### src/rdc_exc_pkg.sv
// constants, field positions and carrier types of the excitation setting block
package rdc_exc_pkg;

    // ------------------------------------------------------------
    // bus geometry
    // ------------------------------------------------------------
    localparam int ADDR_W = 8;
    localparam int DATA_W = 32;
    localparam int BE_W = 4;
    localparam int WORD_LSB = 2;

    // ------------------------------------------------------------
    // register map
    // ------------------------------------------------------------
    localparam logic [ADDR_W-1:0] EXC_SETTING_OFFSET = 8'h4C;
    localparam logic [DATA_W-1:0] EXC_SETTING_RESET = 32'h0A00_0000;
    // writable bits: 28, 27, 25, 24, 21:20, 17:16, 15:0
    localparam logic [DATA_W-1:0] EXC_SETTING_WMASK = 32'h1B33_FFFF;
    localparam logic [DATA_W-1:0] READ_UNMAPPED = 32'h0000_0000;

    // ------------------------------------------------------------
    // field positions
    // ------------------------------------------------------------
    localparam int NFS_BIT = 28;
    localparam int EXT_BIT = 27;
    localparam int SEL_BIT = 25;
    localparam int COMP_BIT = 24;
    localparam int SRC_LSB = 20;
    localparam int SHAPE_LSB = 16;
    localparam int DLY_LSB = 0;
    localparam int DLY_W = 16;

    // ------------------------------------------------------------
    // field encodings
    // ------------------------------------------------------------
    localparam logic [1:0] SRC_TIMER = 2'h1;
    localparam logic [1:0] SRC_PIN = 2'h2;
    localparam logic [1:0] SHAPE_PULSE = 2'h1;
    localparam logic [1:0] SHAPE_BAD = 2'h2;

    // ------------------------------------------------------------
    // timing
    // ------------------------------------------------------------
    localparam int CLK_PERIOD_NS = 40;
    localparam int DELAY_LSB_NS = 50;
    localparam int FILTER_NS = 2000;
    // least time: round up
    localparam int FILTER_CYCLES = (FILTER_NS + CLK_PERIOD_NS - 1) / CLK_PERIOD_NS;
    localparam int ACC_W = 7;

    // ------------------------------------------------------------
    // carriers
    // ------------------------------------------------------------
    typedef struct packed {
        logic read;
        logic write;
        logic [ADDR_W-1:0] address;
        logic [BE_W-1:0] byteenable;
        logic [DATA_W-1:0] writedata;
    } avl_req_t;

    typedef struct packed {
        logic waitrequest;
        logic [DATA_W-1:0] readdata;
    } avl_rsp_t;

    typedef struct packed {
        logic vr_active;
        logic dc_active;
        logic select_conflict;
        logic shape_pulse;
        logic shape_prohibited;
    } exc_status_t;

endpackage

### src/pulse_noise_filter.sv
// noise filter for one extracted pulse signal
module pulse_noise_filter
    import rdc_exc_pkg::*;
#(
    parameter int STABLE_CYCLES = FILTER_CYCLES
)
(
    input logic clk,
    input logic rst_n,
    input logic enable,
    input logic raw,
    output logic filtered
);

    // ------------------------------------------------------------
    // stability counter
    // ------------------------------------------------------------
    localparam int CNT_W = $clog2(STABLE_CYCLES + 1);
    localparam logic [CNT_W-1:0] CNT_LAST = CNT_W'(STABLE_CYCLES - 1);

    logic [CNT_W-1:0] cnt_r;
    logic [CNT_W-1:0] cnt_nxt;
    logic out_r;
    logic out_nxt;
    wire differs = raw != out_r;
    wire settled = differs && (cnt_r == CNT_LAST);

    // level must differ for the full window before it passes
    assign cnt_nxt = (!enable || !differs || settled) ? '0 : cnt_r + CNT_W'(1);
    assign out_nxt = (!enable || settled) ? raw : out_r;
    assign filtered = out_r;

    always_ff @(posedge clk or negedge rst_n)
    begin
        if (!rst_n)
        begin
            cnt_r <= '0;
            out_r <= 1'b0;
        end
        else
        begin
            cnt_r <= cnt_nxt;
            out_r <= out_nxt;
        end
    end
endmodule // pulse_noise_filter

### src/phase_delay_line.sv
// programmable delay of the external excitation phase signal in 50 ns steps
module phase_delay_line
    import rdc_exc_pkg::*;
(
    input logic clk,
    input logic rst_n,
    input logic [DLY_W-1:0] delay_count,
    input logic phase_in,
    output logic phase_out
);

    // ------------------------------------------------------------
    // 50 ns tick from fractional accumulator
    // ------------------------------------------------------------
    // 40 ns clock cannot divide to 50 ns evenly; mean rate is exact, jitter one clock
    localparam logic [ACC_W-1:0] ACC_STEP = ACC_W'(CLK_PERIOD_NS);
    localparam logic [ACC_W-1:0] ACC_WRAP = ACC_W'(DELAY_LSB_NS);

    logic [ACC_W-1:0] acc_r;
    wire [ACC_W-1:0] acc_sum = acc_r + ACC_STEP;
    wire tick = acc_sum >= ACC_WRAP;
    wire [ACC_W-1:0] acc_nxt = tick ? acc_sum - ACC_WRAP : acc_sum;

    // ------------------------------------------------------------
    // edge tracking and countdown
    // ------------------------------------------------------------
    logic prev_r;
    logic pending_r;
    logic target_r;
    logic out_r;
    logic [DLY_W-1:0] cnt_r;
    wire edge_seen = phase_in != prev_r;
    wire expire = pending_r && (cnt_r == '0);

    assign phase_out = out_r;

    always_ff @(posedge clk or negedge rst_n)
    begin
        if (!rst_n)
        begin
            acc_r <= '0;
            prev_r <= 1'b0;
        end
        else
        begin
            acc_r <= acc_nxt;
            prev_r <= phase_in;
        end
    end

    // delay value sampled only at an edge; a later edge restarts the count
    always_ff @(posedge clk or negedge rst_n)
    begin
        if (!rst_n)
        begin
            pending_r <= 1'b0;
            target_r <= 1'b0;
            cnt_r <= '0;
            out_r <= 1'b0;
        end
        else if (edge_seen)
        begin
            pending_r <= 1'b1;
            target_r <= phase_in;
            cnt_r <= delay_count;
        end
        else if (expire)
        begin
            pending_r <= 1'b0;
            out_r <= target_r;
        end
        else if (pending_r && tick)
        begin
            cnt_r <= cnt_r - DLY_W'(1);
        end
    end
endmodule // phase_delay_line

### src/resolver_excitation_config.sv
// excitation setting register and excitation phase path of the resolver converter
// ------------------------------------------------------------
// ------------------------------------------------------------
//
// The implementer's own choice: the Avalon-MM interface to the registers.
module resolver_excitation_config
    import rdc_exc_pkg::*;
(
    input logic clk,
    input logic rst_n,
    input avl_req_t avl_req,
    output avl_rsp_t avl_rsp,
    input logic phase_adc,
    input logic phase_pin,
    input logic phase_timer,
    input logic sin_pulse_raw,
    input logic cos_pulse_raw,
    output logic sin_pulse,
    output logic cos_pulse,
    output logic excitation_phase,
    output logic extraction_enable,
    output exc_status_t status
);

    // ------------------------------------------------------------
    // bus handshake
    // ------------------------------------------------------------
    // one wait cycle per access keeps read data registered
    logic ack_r;
    logic [DATA_W-1:0] rdata_r;
    logic [DATA_W-1:0] ref_r;

    wire req = avl_req.read || avl_req.write;
    wire hit = avl_req.address[ADDR_W-1:WORD_LSB] == EXC_SETTING_OFFSET[ADDR_W-1:WORD_LSB];
    wire ack_nxt = req && !ack_r;
    wire wr_take = avl_req.write && ack_r && hit;

    assign avl_rsp.waitrequest = !ack_r;
    assign avl_rsp.readdata = rdata_r;

    // ------------------------------------------------------------
    // byte lane merge
    // ------------------------------------------------------------
    logic [DATA_W-1:0] be_mask;
    genvar g;
    generate
        for (g = 0; g < BE_W; g++)
        begin : g_lane
            assign be_mask[g*8 +: 8] = {8{avl_req.byteenable[g]}};
        end
    endgenerate

    wire [DATA_W-1:0] upd_mask = be_mask & EXC_SETTING_WMASK;
    // reserved bits forced to reset value so nothing else can appear
    wire [DATA_W-1:0] ref_nxt = (ref_r & ~upd_mask) | (avl_req.writedata & upd_mask);
    wire [DATA_W-1:0] rd_word = hit ? ref_r : READ_UNMAPPED;

    always_ff @(posedge clk or negedge rst_n)
    begin
        if (!rst_n)
        begin
            ack_r <= 1'b0;
            rdata_r <= '0;
        end
        else
        begin
            ack_r <= ack_nxt;
            rdata_r <= ack_nxt ? rd_word : rdata_r;
        end
    end

    always_ff @(posedge clk or negedge rst_n)
    begin
        if (!rst_n)
        begin
            ref_r <= EXC_SETTING_RESET;
        end
        else if (wr_take)
        begin
            ref_r <= ref_nxt;
        end
    end

    // ------------------------------------------------------------
    // field decode
    // ------------------------------------------------------------
    wire nfs_sel = ref_r[NFS_BIT];
    wire ext_en = ref_r[EXT_BIT];
    wire sensor_select = ref_r[SEL_BIT];
    wire sensor_select_companion = ref_r[COMP_BIT];
    wire [1:0] excitation_phase_source = ref_r[SRC_LSB +: 2];
    wire [1:0] phase_shape_select = ref_r[SHAPE_LSB +: 2];
    wire [DLY_W-1:0] phase_delay_count = ref_r[DLY_LSB +: DLY_W];

    wire vr_sel = sensor_select && !sensor_select_companion;
    wire dc_sel = !sensor_select && sensor_select_companion;
    // inconsistent pair selects neither sensor; flagged for software
    wire conflict = !vr_sel && !dc_sel;
    // shape 00 needed for sine excitation is also the reset code
    wire shape_pulse = phase_shape_select == SHAPE_PULSE;
    wire shape_bad = phase_shape_select == SHAPE_BAD;

    // ------------------------------------------------------------
    // excitation phase path
    // ------------------------------------------------------------
    logic pin_delayed;

    phase_delay_line u_delay (
        .clk(clk),
        .rst_n(rst_n),
        .delay_count(phase_delay_count),
        .phase_in(phase_pin),
        .phase_out(pin_delayed)
    );

    wire phase_sel = (excitation_phase_source == SRC_PIN) ? pin_delayed :
                     (excitation_phase_source == SRC_TIMER) ? phase_timer :
                     phase_adc;

    // ------------------------------------------------------------
    // extracted pulse filtering
    // ------------------------------------------------------------
    wire [1:0] pulse_raw = {cos_pulse_raw, sin_pulse_raw};
    logic [1:0] pulse_filt;

    generate
        for (g = 0; g < 2; g++)
        begin : g_filt
            pulse_noise_filter u_filt (
                .clk(clk),
                .rst_n(rst_n),
                .enable(nfs_sel),
                .raw(pulse_raw[g]),
                .filtered(pulse_filt[g])
            );
        end
    endgenerate

    // ------------------------------------------------------------
    // output registers
    // ------------------------------------------------------------
    logic sin_r;
    logic cos_r;
    logic phase_r;
    logic ext_r;
    exc_status_t status_r;
    exc_status_t status_nxt;

    assign status_nxt.vr_active = vr_sel;
    assign status_nxt.dc_active = dc_sel;
    assign status_nxt.select_conflict = conflict;
    assign status_nxt.shape_pulse = shape_pulse;
    assign status_nxt.shape_prohibited = shape_bad;

    always_ff @(posedge clk or negedge rst_n)
    begin
        if (!rst_n)
        begin
            sin_r <= 1'b0;
            cos_r <= 1'b0;
            phase_r <= 1'b0;
            ext_r <= 1'b0;
            status_r <= '0;
        end
        else
        begin
            // disabled extraction holds pulses low
            sin_r <= ext_en && pulse_filt[0];
            cos_r <= ext_en && pulse_filt[1];
            phase_r <= phase_sel;
            ext_r <= ext_en;
            status_r <= status_nxt;
        end
    end

    assign sin_pulse = sin_r;
    assign cos_pulse = cos_r;
    assign excitation_phase = phase_r;
    assign extraction_enable = ext_r;
    assign status = status_r;
endmodule // resolver_excitation_config

### config.mk
export PLATFORM = sky130hd
export DESIGN_NAME = resolver_excitation_config
export DESIGN_NICKNAME = d
export VERILOG_FILES = /design/src/rdc_exc_pkg.sv /design/src/pulse_noise_filter.sv /design/src/phase_delay_line.sv /design/src/resolver_excitation_config.sv
export SDC_FILE = /design/constraint.sdc
export NUM_CORES = 1
export LEC_CHECK = 0
export ABC_AREA = 1
export BUFFER_PORTS_ARGS = -buffer_cell sky130_fd_sc_hd__clkbuf_2
export CORE_ASPECT_RATIO = 0.9
export CORE_UTILIZATION = 35
export CTS_CLUSTER_SIZE = 14
export DETAILED_ROUTE_END_ITERATION = 10
export HOLD_SLACK_MARGIN = 0.12
export SLEW_MARGIN = 20
export SYNTH_ARGS = -nofsm -noshare
export SYNTH_HDL_FRONTEND = slang
export SYNTH_SLANG_ARGS = --single-unit
### constraint.sdc
create_clock -name clk -period 2 [get_ports clk]
set_clock_uncertainty 0.15 [all_clocks]
set_input_delay 0.2 -clock clk [delete_from_list [all_inputs] [get_ports clk]]
set_output_delay 0.2 -clock clk [all_outputs]
set_load 0.01 [all_outputs]
==> impl_metrics.toml <==
[outcome]
status = "complete, no violations"

[critical_path]
r2r_setup_slack_ns = 0.21
worst_setup_path_end_kind = "flop"
crit_required_ns = 2.07
critPathKind = "reg2reg"
worstPathArrival_ns = 1.86
rr_startpoint = "u_delay.cnt_r[0]$_DFFE_PN0P_"
r2r_end = "u_delay.cnt_r[14]$_DFFE_PN0P_"
ff2ff_path_depth = 9
setup.worst_path.start_class = "flop"
critPathMaxFanout = 6

[routing]
wire_per_inst_um = 13.0
ant_nets = 0
drt_iter0_markers = 196
vias = 4103
wl_mm = 11.2
drt_pass1_iterations = 4
drc_errors = 0
via_per_inst = 4.76

[floorplanning]
ioPinCount = 95
fp-row-count = 39
initial_utilization_pct = 36.5
die_area_mm2 = 0.0140
core_mm2 = 0.0129
fp.dieW_um = 124
die_h_um = 112

[final_layout]
final_common_cell = "nand2_1"
syn2layout_area_growth_pct = 26.0
fin_util_pct = 46.0
final_cell_mix = "nand2_1, dfrtp_1, clkbuf_2"
antenna_cells = 0
drive_above_1_share_pct = 16.5
register_area_mm2 = 0.00245
fillers = 1228
finalNetCount = 759
multi_input_area_mm2 = 0.00193

[sta]
final-setup-viol-count = 0
drv_slew = 0
rsz0062_at_grt = "no"
hold_violations = 0
fin_crit_sh_pct = 89.5
fmax_mhz = 559
post-route-min-period_ns = 1.79
finalSetupTns_ns = 0

[cts]
path_clk_slew_ns = 0.06
root_buffer = "clkbuf_16"
cts.sinks = 98
clk_latency_ns = 0.34
clk_path_buf_depth = 2
cts_made_buffers = 9
h-tree-depth = 3
cts_tree = "yes"
post-cts-setup-buffer-count = 0

[min_path]
hold_class = "in2reg"
min_from = "avl_req[35]"
holdPathStages = 3

[placed_design]
portBuffers = 76
place.gp.congestion = 0.835
dp_hpwl_mm = 7.98

[pwr]
peakVddDrop_uv = 448
p_per_area_mw_per_mm2 = 873
p_leak_uw = 0.00326

[logic_synthesis]
syn_area_mm2 = 0.00472
synth_area_per_cell_um2 = 8.13
synth_cell_types = 26
synth_seq_cells = 98
netlist_instances = 581
yosysSeqAreaShare_pct = 52.0
yosysWarnings = 0

[global_routing]
grt_max_degree = 41
grt_pass1_vias = 4071
track_usage_pct = 16.9
overflow = 0
grt_antenna_before_repair = 0
grt_pass1_wl_mm = 19.3

[run]
drv_cap = 0
-- area by class of cell --
cell class	count	share of cell area (%)
repair buffers	119	13.5
clock inverters	4	0.841
multi-input cells	397	32.4
inverters	68	4.29
flip-flops and latches	98	41.2
well taps	164	3.45
clock buffers	12	4.31
-- report_power, final --
group	leakage [uW]	total (uW)	switching [uW]	internal, uW
Combinational	0.00183	1130	704	421
Clock	0.000145	1760	723	1040
Sequential	0.00129	2310	164	2150
-- metrics by stage --
step / power [uW] / worst slack [ns] / cell area [um^2] / std cells / hold WS (ns)
floorplan: 3060 / 0.276 / 4750 / 588 / -0.246
global placement: 3380 / 0.222 / 5340 / 816 / 0.0102
detailed placement: 3410 / 0.157 / 5340 / 816 / 0.0126
CTS: 5240 / 0.109 / 5950 / 862 / 0.141
global route: 5540 / 0.0289 / 5950 / 862 / 0.180
finish: 5200 / 0.210 / 5950 / 862 / 0.153
-- synth_stat cells, drive strengths merged --
master	instances	area [um^2]
a21oi	11	55.1
a31oi	1	6.26
buf	12	80.1
clkbuf	13	48.8
conb	1	3.75
dfrtp	96	2400
dfstp	2	52.6
ha	13	163
inv	68	255
nand2	151	569
nand3	66	345
nand3b	5	37.5
nand4	4	25.0
nor2	57	214
nor3	3	26.3
nor3b	3	22.5
o21ai	62	310
o31ai	1	7.51
or2	2	12.5
xnor2	4	35.0
xor2	6	52.6
-- worst max path at each step --
stage	cells past startpoint	endpoint	start
2_1_floorplan	10	u_delay.cnt_r[2]$_DFFE_PN0P_	u_delay.acc_r[3]$_DFF_PN0_
3_3_place_gp	11	u_delay.cnt_r[0]$_DFFE_PN0P_	u_delay.cnt_r[0]$_DFFE_PN0P_
3_5_place_dp	11	u_delay.cnt_r[0]$_DFFE_PN0P_	u_delay.cnt_r[0]$_DFFE_PN0P_
4_1_cts	11	u_delay.cnt_r[0]$_DFFE_PN0P_	u_delay.cnt_r[0]$_DFFE_PN0P_
5_1_grt	8	u_delay.cnt_r[6]$_DFFE_PN0P_	u_delay.cnt_r[0]$_DFFE_PN0P_
6_report	9	u_delay.cnt_r[14]$_DFFE_PN0P_	u_delay.cnt_r[0]$_DFFE_PN0P_
-- critical path: stages (launching register included) --
cell     delay (ns)
dfrtp_1        0.40
inv_1          0.11
ha_1           0.20
nand2_1        0.15
nor2_1         0.32
nand2_1        0.10
nand2_1        0.06
nand2_1        0.05
nand3_1        0.07
nand3_1        0.06
-- kinds of logic (layout without fill, tap and decap cells) --
group | Yosys count | in the layout | synth area share, %
compound gates | 75 | 75 | 8.02
fa+ha+maj | 13 | 13 | 3.44
buf+inv | 93 | 203 | 8.13
simple gates | 291 | 291 | 26.5
flops | 98 | 98 | 52.0
other cells | 1 | 8 | 0.0794
xor+xnor | 10 | 10 | 1.85
-- repair_timing --
item,CTS,global route
resized for setup,0,2
endpoints found under the hold margin,125,0
hold buffers,30,0
setup endpoints to repair,0,11
-- layer usage --
metal | vias to the layer above | GRT usage, % | share of wire (%)
li1 | 2050 | - | -
met1 | 1956 | 21.9 | 45
met2 | 84 | 28.1 | 50
met3 | 13 | 3.15 | 4.5
met4 | 0 | 6.51 | 1.2
met5 | - | 0 | 0
(Power assumes the default switching activity.)
